### src/rtl/ccr_pkg.sv
package ccr_pkg;

  // Register offsets
  localparam logic [7:0] CCR_OFS_CONVERTER_CONTROL = 8'hD0;
  localparam logic [7:0] CCR_OFS_OUTPUT_CURRENT_LIMIT = 8'hD1;
  localparam logic [7:0] CCR_OFS_LINE_DROP_CONTROL = 8'hD2;
  localparam logic [7:0] CCR_OFS_SWITCH_LIMIT_CONTROL = 8'hD3;
  localparam logic [7:0] CCR_OFS_BUS_ADDRESS_CONTROL = 8'hD4;
  localparam logic [7:0] CCR_OFS_ALERT_MASK = 8'hD8;
  localparam logic [7:0] CCR_OFS_CONFIG_CODE = 8'hD9;
  localparam logic [7:0] CCR_OFS_CONFIG_REVISION = 8'hDA;

  // Field positions
  localparam int CCR_BIT_DITHER_ON = 7;
  localparam int CCR_POS_RATE_SELECT = 5;
  localparam int CCR_POS_SWITCH_A_RON = 3;
  localparam int CCR_BIT_OVERVOLTAGE_GUARD = 2;
  localparam int CCR_BIT_DISCHARGE_ON = 1;
  localparam int CCR_BIT_LIGHT_LOAD = 0;
  localparam int CCR_BIT_LINE_DROP_OFF = 7;
  localparam int CCR_ADDR_LOW_W = 5;

  // Reset values
  localparam logic [7:0] CCR_RST_CONVERTER_CONTROL = 8'hAF;
  localparam logic [7:0] CCR_RST_OUTPUT_CURRENT_LIMIT = 8'h6C;
  localparam logic [7:0] CCR_RST_LINE_DROP_CONTROL = 8'h00;
  localparam logic [7:0] CCR_RST_SWITCH_LIMIT_CONTROL = 8'h80;
  localparam logic [7:0] CCR_RST_BUS_ADDRESS_CONTROL = 8'h07;
  localparam logic [7:0] CCR_RST_ALERT_MASK = 8'h00;
  // Identity bytes: arbitrary neutral values
  localparam logic [7:0] CCR_RST_CONFIG_CODE = 8'h00;
  localparam logic [7:0] CCR_RST_CONFIG_REVISION = 8'h00;

  // Target address: top two bits fixed, low five programmable
  localparam logic [1:0] CCR_ADDR_HIGH = 2'h3;
  localparam logic [6:0] CCR_ADDR_DEFAULT = 7'h67;

  // Current limit: 50 mA per code, clamped at code 108 (5.4 A)
  localparam logic [6:0] CCR_ILIM_MAX_CODE = 7'h6C;
  localparam int CCR_ILIM_STEP_MA = 50;

  // Switching rates in kHz and on-resistance in milliohm
  localparam logic [9:0] CCR_RATE_0_KHZ = 10'h118;
  localparam logic [9:0] CCR_RATE_1_KHZ = 10'h1A4;
  localparam logic [9:0] CCR_RATE_2_KHZ = 10'h244;
  localparam logic [4:0] CCR_RON_STEP_MOHM = 5'h05;

  // Timing
  localparam int CCR_CLK_KHZ = 100000;
  localparam int CCR_DISCHARGE_MS = 200;
  localparam int CCR_DISCHARGE_CYCLES = CCR_DISCHARGE_MS * CCR_CLK_KHZ;
  localparam int CCR_TMR_W = 25;

  typedef enum logic [3:0] {
    CCR_IDLE = 4'h0,
    CCR_ADDR = 4'h1,
    CCR_ADDR_ACK = 4'h3,
    CCR_PTR = 4'h2,
    CCR_PTR_ACK = 4'h6,
    CCR_WDATA = 4'h7,
    CCR_WACK = 4'h5,
    CCR_RDATA = 4'h4,
    CCR_RACK = 4'hC
  } ccr_phase_e;

  typedef struct packed {
    logic [7:0] converter_control;
    logic [7:0] output_current_limit;
    logic [7:0] line_drop_control;
    logic [7:0] switch_limit_control;
    logic [7:0] bus_address_control;
    logic [7:0] alert_mask;
    logic [7:0] config_code;
    logic [7:0] config_revision;
  } ccr_regs_s;

  typedef struct packed {
    logic dither_on;
    logic [1:0] switching_rate_select;
    logic [9:0] switching_rate_khz;
    logic rate_code_reserved;
    logic [1:0] switch_a_on_resistance;
    logic [4:0] switch_a_ron_mohm;
    logic overvoltage_guard_on;
    logic discharge_enable;
    logic light_load_operation_select;
    logic [6:0] current_limit_value;
    logic [12:0] overcurrent_threshold_ma;
    logic line_drop_comp_off;
    logic [1:0] line_drop_setting;
    logic [7:0] switch_limit;
    logic [7:0] alert_mask;
    logic [6:0] target_address;
  } ccr_cfg_s;

  typedef struct packed {
    logic scl_m;
    logic scl_s;
    logic scl_d;
    logic sda_m;
    logic sda_s;
    logic sda_d;
    logic off_m;
    logic off_s;
    logic off_d;
    logic empty_m;
    logic empty_s;
    ccr_phase_e phase;
    logic [3:0] bit_cnt;
    logic [7:0] shift;
    logic [7:0] ptr;
    logic rd_dir;
    logic host_nack;
    logic sda_low;
    ccr_regs_s regs;
    logic dis_on;
    logic [CCR_TMR_W-1:0] dis_tmr;
  } ccr_state_s;

endpackage

### src/rtl/ccr_regs.sv
// Summary of operation
// - Answer as bus target at seven-bit address 67h unless the address is changed.
// - Converter control bit 7 set enables spread-spectrum dither; default on.
// - Rate field 00/01/10 gives 280/420/580 kHz; 11 reserved; default 01.
// - Switch-A resistance code 00..11 means 5..20 milliohm, default 01.
// - Converter control bit 2 set enables output overvoltage guard; default on.
// - Bit 1 set enables output discharge during any off period; default on.
// - Output discharge ends when the output is empty, the off period ends, bit 1 clears or a 200 ms timer expires.
// - Bit 0 clear selects automatic light-load mode, set forces PWM; default set.
// - Current limit is a seven-bit code in bits 6..0, 50 mA per code.
// - Codes above 5.4 A are clamped to 5.4 A.
// - Current limit register resets to code 108 with compensation-off bit clear.
// - Bit 7 clear leaves line-drop compensation to 0xD2; set disables it.
`timescale 1ns/1ps
`default_nettype none
module ccr_regs
  import ccr_pkg::*;
#(
  parameter int DISCHARGE_CYCLES = CCR_DISCHARGE_CYCLES
) (
  input wire logic core_clk,
  input wire logic rst,
  input wire logic scl_i,
  input wire logic sda_i,
  output logic sda_o,
  output logic sda_oe_n,
  input wire logic otp_load,
  input wire ccr_regs_s otp_image,
  input wire logic off_period,
  input wire logic vout_empty,
  output ccr_cfg_s cfg,
  output logic discharge_active
);

  localparam logic [CCR_TMR_W-1:0] TMR_LAST = CCR_TMR_W'(DISCHARGE_CYCLES - 1);

  ccr_state_s st_ff;
  ccr_state_s nxt_st;

  logic scl_rise;
  logic scl_fall;
  logic bus_start;
  logic bus_stop;
  logic [6:0] own_addr;
  logic [7:0] rd_byte;

  function automatic logic [7:0] reg_read(input ccr_regs_s r, input logic [7:0] ofs);
    logic [7:0] v;
    v = 8'h00;
    case (ofs)
      CCR_OFS_CONVERTER_CONTROL: v = r.converter_control;
      CCR_OFS_OUTPUT_CURRENT_LIMIT: v = r.output_current_limit;
      CCR_OFS_LINE_DROP_CONTROL: v = r.line_drop_control;
      CCR_OFS_SWITCH_LIMIT_CONTROL: v = r.switch_limit_control;
      CCR_OFS_BUS_ADDRESS_CONTROL: v = r.bus_address_control;
      CCR_OFS_ALERT_MASK: v = r.alert_mask;
      CCR_OFS_CONFIG_CODE: v = r.config_code;
      CCR_OFS_CONFIG_REVISION: v = r.config_revision;
      default: v = 8'h00;
    endcase
    return v;
  endfunction

  function automatic ccr_regs_s reg_write(input ccr_regs_s r, input logic [7:0] ofs,
                                          input logic [7:0] d);
    ccr_regs_s n;
    n = r;
    case (ofs)
      CCR_OFS_CONVERTER_CONTROL: n.converter_control = d;
      CCR_OFS_OUTPUT_CURRENT_LIMIT: n.output_current_limit = d;
      CCR_OFS_LINE_DROP_CONTROL: n.line_drop_control = d;
      CCR_OFS_SWITCH_LIMIT_CONTROL: n.switch_limit_control = d;
      CCR_OFS_BUS_ADDRESS_CONTROL: n.bus_address_control = d;
      CCR_OFS_ALERT_MASK: n.alert_mask = d;
      CCR_OFS_CONFIG_CODE: n.config_code = d;
      CCR_OFS_CONFIG_REVISION: n.config_revision = d;
      default: n = r;
    endcase
    return n;
  endfunction

  // Edges and bus conditions only look at the second and third stages
  assign scl_rise = st_ff.scl_s & ~st_ff.scl_d;
  assign scl_fall = ~st_ff.scl_s & st_ff.scl_d;
  assign bus_start = st_ff.scl_s & st_ff.scl_d & st_ff.sda_d & ~st_ff.sda_s;
  assign bus_stop = st_ff.scl_s & st_ff.scl_d & ~st_ff.sda_d & st_ff.sda_s;
  assign own_addr = {CCR_ADDR_HIGH, st_ff.regs.bus_address_control[CCR_ADDR_LOW_W-1:0]};
  assign rd_byte = reg_read(st_ff.regs, st_ff.ptr);

  always_comb begin
    nxt_st = st_ff;
    nxt_st.scl_m = scl_i;
    nxt_st.scl_s = st_ff.scl_m;
    nxt_st.scl_d = st_ff.scl_s;
    nxt_st.sda_m = sda_i;
    nxt_st.sda_s = st_ff.sda_m;
    nxt_st.sda_d = st_ff.sda_s;
    nxt_st.off_m = off_period;
    nxt_st.off_s = st_ff.off_m;
    nxt_st.off_d = st_ff.off_s;
    nxt_st.empty_m = vout_empty;
    nxt_st.empty_s = st_ff.empty_m;

    // Image load first so a host write in the same cycle takes precedence
    if (otp_load) begin
      nxt_st.regs = otp_image;
    end

    if (bus_start) begin
      nxt_st.phase = CCR_ADDR;
      nxt_st.bit_cnt = 4'h0;
      nxt_st.sda_low = 1'b0;
    end else if (bus_stop) begin
      nxt_st.phase = CCR_IDLE;
      nxt_st.sda_low = 1'b0;
    end else begin
      case (st_ff.phase)
        CCR_IDLE: begin
          nxt_st.sda_low = 1'b0;
        end
        CCR_ADDR: begin
          if (scl_rise) begin
            nxt_st.shift = {st_ff.shift[6:0], st_ff.sda_s};
            nxt_st.bit_cnt = st_ff.bit_cnt + 4'h1;
          end else if (scl_fall && st_ff.bit_cnt == 4'h8) begin
            if (st_ff.shift[7:1] == own_addr) begin
              nxt_st.rd_dir = st_ff.shift[0];
              nxt_st.sda_low = 1'b1;
              nxt_st.phase = CCR_ADDR_ACK;
            end else begin
              nxt_st.phase = CCR_IDLE;
            end
          end
        end
        CCR_ADDR_ACK: begin
          if (scl_fall) begin
            nxt_st.bit_cnt = 4'h0;
            if (st_ff.rd_dir) begin
              nxt_st.shift = rd_byte;
              nxt_st.sda_low = ~rd_byte[7];
              nxt_st.phase = CCR_RDATA;
            end else begin
              nxt_st.sda_low = 1'b0;
              nxt_st.phase = CCR_PTR;
            end
          end
        end
        CCR_PTR: begin
          if (scl_rise) begin
            nxt_st.shift = {st_ff.shift[6:0], st_ff.sda_s};
            nxt_st.bit_cnt = st_ff.bit_cnt + 4'h1;
          end else if (scl_fall && st_ff.bit_cnt == 4'h8) begin
            nxt_st.ptr = st_ff.shift;
            nxt_st.sda_low = 1'b1;
            nxt_st.phase = CCR_PTR_ACK;
          end
        end
        CCR_PTR_ACK: begin
          if (scl_fall) begin
            nxt_st.sda_low = 1'b0;
            nxt_st.bit_cnt = 4'h0;
            nxt_st.phase = CCR_WDATA;
          end
        end
        CCR_WDATA: begin
          if (scl_rise) begin
            nxt_st.shift = {st_ff.shift[6:0], st_ff.sda_s};
            nxt_st.bit_cnt = st_ff.bit_cnt + 4'h1;
          end else if (scl_fall && st_ff.bit_cnt == 4'h8) begin
            nxt_st.regs = reg_write(nxt_st.regs, st_ff.ptr, st_ff.shift);
            nxt_st.ptr = st_ff.ptr + 8'h01;
            nxt_st.sda_low = 1'b1;
            nxt_st.phase = CCR_WACK;
          end
        end
        CCR_WACK: begin
          if (scl_fall) begin
            nxt_st.sda_low = 1'b0;
            nxt_st.bit_cnt = 4'h0;
            nxt_st.phase = CCR_WDATA;
          end
        end
        CCR_RDATA: begin
          if (scl_rise) begin
            nxt_st.bit_cnt = st_ff.bit_cnt + 4'h1;
          end else if (scl_fall) begin
            if (st_ff.bit_cnt == 4'h8) begin
              nxt_st.sda_low = 1'b0;
              nxt_st.ptr = st_ff.ptr + 8'h01;
              nxt_st.phase = CCR_RACK;
            end else begin
              nxt_st.shift = {st_ff.shift[6:0], 1'b0};
              nxt_st.sda_low = ~st_ff.shift[6];
            end
          end
        end
        CCR_RACK: begin
          if (scl_rise) begin
            nxt_st.host_nack = st_ff.sda_s;
          end else if (scl_fall) begin
            nxt_st.bit_cnt = 4'h0;
            if (st_ff.host_nack) begin
              // Host declined more data: release the line until stop or start
              nxt_st.phase = CCR_IDLE;
            end else begin
              nxt_st.shift = rd_byte;
              nxt_st.sda_low = ~rd_byte[7];
              nxt_st.phase = CCR_RDATA;
            end
          end
        end
        default: begin
          nxt_st.phase = CCR_IDLE;
          nxt_st.sda_low = 1'b0;
        end
      endcase
    end

    // Discharge runs once per off period; the timer cuts it short of a full discharge
    if (st_ff.dis_on) begin
      nxt_st.dis_tmr = st_ff.dis_tmr + CCR_TMR_W'(1);
      if (st_ff.dis_tmr == TMR_LAST || st_ff.empty_s || !st_ff.off_s ||
          !st_ff.regs.converter_control[CCR_BIT_DISCHARGE_ON]) begin
        nxt_st.dis_on = 1'b0;
      end
    end else if (st_ff.off_s && !st_ff.off_d &&
                 st_ff.regs.converter_control[CCR_BIT_DISCHARGE_ON]) begin
      nxt_st.dis_on = 1'b1;
      nxt_st.dis_tmr = '0;
    end
  end

  always_ff @(posedge core_clk) begin
    if (rst) begin
      st_ff.scl_m <= 1'b1;
      st_ff.scl_s <= 1'b1;
      st_ff.scl_d <= 1'b1;
      st_ff.sda_m <= 1'b1;
      st_ff.sda_s <= 1'b1;
      st_ff.sda_d <= 1'b1;
      st_ff.off_m <= 1'b0;
      st_ff.off_s <= 1'b0;
      st_ff.off_d <= 1'b0;
      st_ff.empty_m <= 1'b0;
      st_ff.empty_s <= 1'b0;
      st_ff.phase <= CCR_IDLE;
      st_ff.bit_cnt <= 4'h0;
      st_ff.shift <= 8'h00;
      st_ff.ptr <= 8'h00;
      st_ff.rd_dir <= 1'b0;
      st_ff.host_nack <= 1'b0;
      st_ff.sda_low <= 1'b0;
      st_ff.regs.converter_control <= CCR_RST_CONVERTER_CONTROL;
      st_ff.regs.output_current_limit <= CCR_RST_OUTPUT_CURRENT_LIMIT;
      st_ff.regs.line_drop_control <= CCR_RST_LINE_DROP_CONTROL;
      st_ff.regs.switch_limit_control <= CCR_RST_SWITCH_LIMIT_CONTROL;
      st_ff.regs.bus_address_control <= CCR_RST_BUS_ADDRESS_CONTROL;
      st_ff.regs.alert_mask <= CCR_RST_ALERT_MASK;
      st_ff.regs.config_code <= CCR_RST_CONFIG_CODE;
      st_ff.regs.config_revision <= CCR_RST_CONFIG_REVISION;
      st_ff.dis_on <= 1'b0;
      st_ff.dis_tmr <= '0;
    end else begin
      st_ff <= nxt_st;
    end
  end

  // Open-drain data line: only ever pulled low
  assign sda_o = 1'b0;
  assign sda_oe_n = ~st_ff.sda_low;
  assign discharge_active = st_ff.dis_on;

  logic [7:0] cc;
  logic [6:0] ilim_code;
  logic [6:0] ilim_eff;

  assign cc = st_ff.regs.converter_control;
  assign ilim_code = st_ff.regs.output_current_limit[6:0];

  always_comb begin
    ilim_eff = ilim_code;
    if (ilim_code > CCR_ILIM_MAX_CODE) begin
      ilim_eff = CCR_ILIM_MAX_CODE;
    end
    cfg.dither_on = cc[CCR_BIT_DITHER_ON];
    cfg.switching_rate_select = cc[CCR_POS_RATE_SELECT +: 2];
    cfg.rate_code_reserved = 1'b0;
    case (cc[CCR_POS_RATE_SELECT +: 2])
      2'h0: cfg.switching_rate_khz = CCR_RATE_0_KHZ;
      2'h1: cfg.switching_rate_khz = CCR_RATE_1_KHZ;
      2'h2: cfg.switching_rate_khz = CCR_RATE_2_KHZ;
      default: begin
        // Reserved code: hold the default rate and flag it
        cfg.switching_rate_khz = CCR_RATE_1_KHZ;
        cfg.rate_code_reserved = 1'b1;
      end
    endcase
    cfg.switch_a_on_resistance = cc[CCR_POS_SWITCH_A_RON +: 2];
    cfg.switch_a_ron_mohm = 5'(({3'h0, cc[CCR_POS_SWITCH_A_RON +: 2]} + 5'h01) * CCR_RON_STEP_MOHM);
    cfg.overvoltage_guard_on = cc[CCR_BIT_OVERVOLTAGE_GUARD];
    cfg.discharge_enable = cc[CCR_BIT_DISCHARGE_ON];
    cfg.light_load_operation_select = cc[CCR_BIT_LIGHT_LOAD];
    cfg.current_limit_value = ilim_eff;
    cfg.overcurrent_threshold_ma = 13'(ilim_eff * CCR_ILIM_STEP_MA);
    cfg.line_drop_comp_off = st_ff.regs.output_current_limit[CCR_BIT_LINE_DROP_OFF];
    cfg.line_drop_setting = cfg.line_drop_comp_off ? 2'h0 : st_ff.regs.line_drop_control[1:0];
    cfg.switch_limit = st_ff.regs.switch_limit_control;
    cfg.alert_mask = st_ff.regs.alert_mask;
    cfg.target_address = own_addr;
  end

endmodule
`default_nettype wire

### config.mk
export PLATFORM = sky130hd
export DESIGN_NAME = ccr_regs
export DESIGN_NICKNAME = d
export VERILOG_FILES = /design/src/rtl/ccr_pkg.sv /design/src/rtl/ccr_regs.sv
export SDC_FILE = /design/constraint.sdc
export NUM_CORES = 1
export LEC_CHECK = 0
export BUFFER_PORTS_ARGS = -buffer_cell sky130_fd_sc_hd__buf_4
export CAP_MARGIN = 30
export CORE_UTILIZATION = 40
export CTS_CLUSTER_SIZE = 14
export DETAILED_ROUTE_END_ITERATION = 8
export GPL_TIMING_DRIVEN = 0
export PLACE_DENSITY = 0.65
export SLEW_MARGIN = 20
export SYNTH_ARGS = -nofsm -noshare
export SYNTH_HDL_FRONTEND = slang
export SYNTH_SLANG_ARGS = --single-unit
### constraint.sdc
create_clock -name core_clk -period 8.16 [get_ports core_clk]
set_clock_uncertainty 0.1 [all_clocks]
set_input_delay 1.224 -clock core_clk [delete_from_list [all_inputs] [get_ports core_clk]]
set_output_delay 1.224 -clock core_clk [all_outputs]
set_load 0.05 [all_outputs]
==> summary.txt <==
Critical path
  • Buf+Inv Stages, Crit Path: 1
  • Crit path launch: ilim_code[1]
  • Crit path required time: between 6000 and 7000 ps
  • R2R cell count: 8
  • CP Cell Sequence: o211ai_1 -> a21oi_1 -> or2_2 -> ha_1 -> ha_1 -> fa_1 -> ha_1 -> a21oi_1 -> o21ai_0 -> o41ai_1 -> xnor2_1 -> buf_4
  • CP Depth: 12
  • Largest delay share family, worst path: adder cells
  • Crit-path max FO: 5
  • Crit-path slowest cell: fa_1
  • Crit start category: register
  • Crit path arrival time: between 4000 and 5000 ps
  • Critical Path Sink Type: output port
  • CP Class: register to output port
  • Max incr delay on CP: between 400 and 500 ps
  • Worst r2r src: st_ff[93]
  • CP dominant cell by count: ha_1

Die
  • Row cnt: slightly above 50
  • CORE AREA: just under 0.02 mm^2
  • Initial Util: 0.411
  • Die H: 144 um
  • DIE AREA: 0.0208 mm^2
  • Num ports: between 100 and 150
  • Die X: ~140 um

Drt
  • Routed vias/inst: 5.52
  • Drt total wl: around 25000 um
  • DRT iter0 DRCs: a little under 800
  • Post-route ant nets: 0
  • First drt pass iteration count: 5
  • Drc violations: 0
  • Total number of vias: approximately 8000
  • Drt wl/cell: about 18 um

Timing
  • Hold Slack: between 300 and 400 ps
  • Final setup viols: 0
  • Least-Margin Pin Slew: 891 ps
  • Slew margin rel.: 0.406
  • Final period utilization: 0.657
  • FMAX: about 190 MHz
  • Fin. Hold Viols: 0
  • Final Max Slew Viols: 0
  • RSZ-0062 raised after global routing: no
  • Post-Route Setup TNS: 0 ps
  • Tmin final: about 5400 ps

Clock network
  • Setup Buffers After CTS: 0
  • Hold buffers post-CTS: 0
  • Clock Tree Buf Depth: 2
  • Root buf cell: clkbuf_16
  • CTS buffer count: 17
  • Skew-Pair Late Insertion Delay: roughly 430 ps
  • TritonCTS clock tree: yes
  • Clock transition at the registers of the reported paths: around 60 ps
  • Clock Sinks: ~130
  • H-Tree Depth: 4
  • Post_cts resized: 0

Synth
  • Simple-gate share of the synthesized area: 0.204
  • Seq/Total Area, Yosys: 0.317
  • Post-synth EDFFs: 0
  • Largest family of logic cells by synthesized area: simple AND/OR/NAND/NOR gates
  • Yosys cell types: between 70 and 80
  • Mapped cell area: 0.00808 mm^2
  • Adder-cell share of the synthesized area: 0.0618
  • Synth Area in Compound Gates: 0.204
  • Avg Inst Size Synth: 8.21 um^2
  • Yosys reg bits: about 130
  • Fraction of synthesized area in multiplexers: 0.0979
  • XOR/XNOR share of the synthesized area: 0.0174
  • Syn. warnings: 0
  • Asr flop ratio synth: 0
  • Synthesized instance count: 984
  • Ys flop type: dfxtp_1

Global routing
  • Global-route wire length before repair: roughly 39000 um
  • GR Util met3: 0.0368
  • GR Layer Usage met2: 0.394
  • Number of global-route vias before repair: approximately 7200
  • Met1 usage: 0.331
  • GRT Max-Usage Layer: met2
  • Largest net degree at the start of global routing: 17
  • GRT Overall Usage: 0.246
  • Antenna violations before repair: 0
  • Congestion Overflow GR: 0

Power
  • Clock share of power: 0.347
  • Switching share of power: 0.364
  • Cell Int Power: ~1.4 mW
  • P per Cell Area: roughly 220 mW/mm^2
  • Total chip power: 2.15 mW
  • LEAKAGE: about 4.2 nW
  • Combinational fraction of design power: 0.323
  • Peak VDD IR: 0.167 mV
  • Psw: slightly below 800 uW
  • Flop pwr share: 0.330

Layout
  • Most frequent cells in the layout: buf_4 (180), dfxtp_1 (128), nor2_1 (104), mux2i_1 (70), a211oi_1 (63)
  • Core Util, Final: 0.509
  • Fill cells: a little under 2000
  • Area delta synth->final: 24.0%
  • Layout cell share with drive strength beyond 1: 0.221
  • Antenna Cells: 0
  • Most common cell after layout, fill and taps aside: buf_4
  • Final nets: between 1000 and 1500

Run status
  • Status: finished, final reports clean

Placement
  • Port bufs: 136
  • GP Congestion: approximately 0.94
  • Dpl hpwl: approximately 19000 um

Min path
  • Hold Crit Depth: 1
  • Hold Startpoint: nxt_st[126]
  • Worst min-delay path class: register to register

Job
  • MaxCap Viol Count: 0
-- flip-flops by register name, indices dropped and copies added (netlist names) --
signal            cells
st_ff                83
cfg                  22
cc                    8
ilim_code             7
nxt_st                7
discharge_active      1
-- cell families after synthesis --
group | after synthesis
mux | 78
buf+inv | 153
xor+xnor | 16
simple gates | 330
compound gates | 238
flops | 128
fa+ha+maj | 39
other cells | 2
-- final timing paths --
check	to	slack [ps]
worst max-delay path	cfg[38]	2800
worst max register to register	cc[0]	5300
worst min-delay path	nxt_st[125]	300
worst min register to register	nxt_st[125]	300
-- layout make-up --
class | instances | area, um^2 | share of cell area
repair buffers | 136 | 1020 | 0.102
clock buffers | 22 | 454 | 0.0454
well taps | 265 | 332 | 0.0331
flip-flops and latches | 128 | 2560 | 0.256
multi-input cells | 707 | 4750 | 0.474
inverters | 39 | 146 | 0.0146
clock inverters | 10 | 113 | 0.0112
plain buffers | 114 | 636 | 0.0635
-- through the flow --
stage,setup slack [ps],cell area [um^2],instances
final,2800,10000,1421
after global routing,2580,10000,1421
after CTS,2780,10000,1421
after detailed placement,3240,9440,1389
after global placement,3250,9440,1389
after floorplan,2700,8090,988
-- power groups by stage --
stage,Sequential (mW),Clock (mW),Combinational [mW]
after floorplan,0.707,0,0.493
after detailed placement,0.724,0,0.691
final,0.712,0.747,0.696
after global placement,0.724,0,0.688
after global routing,0.717,0.781,0.749
after CTS,0.711,0.751,0.694
-- cells in the mapped netlist (all sizes together), types with 4 or more instances --
cell    instances  area [um^2]
a211oi         65          498
a21o            4         30.0
a21oi          47          235
a221oi          5         43.8
a22oi          16          120
a31oi          10         62.6
a32oi           4         35.0
and3            5         31.3
buf            61          427
clkbuf         53          209
dfxtp         128         2560
ha             35          438
inv            39          146
mux2            8         90.1
mux2i          70          701
nand2          58          218
nand2b         21          139
nand3          42          210
nand3b          4         30.0
nand4          13         81.3
nor2          104          390
nor2b          13         81.3
nor3           15         75.1
nor3b           5         37.5
nor4            8         50.1
o211ai          8         60.1
o21ai          43          215
o31ai           4         30.0
or2            19          119
or3             5         31.3
xnor2           7         61.3
xor2            9         78.8
-- worst register-to-register path: stages, from the launching register on --
cell	delay, ps
dfxtp_1	370
inv_1	120
ha_1	140
clkbuf_1	430
clkbuf_1	520
nand4_1	470
clkbuf_1	330
o21ai_0	190
nand2b_1	70
-- routing by layer --
metal / routed length, um / vias up
li1: - / 3822
met1: 11500 / 3674
met2: 11400 / 314
met3: 1670 / 35
met4: 512 / 0
met5: 0 / -
(Power assumes the default switching activity.)
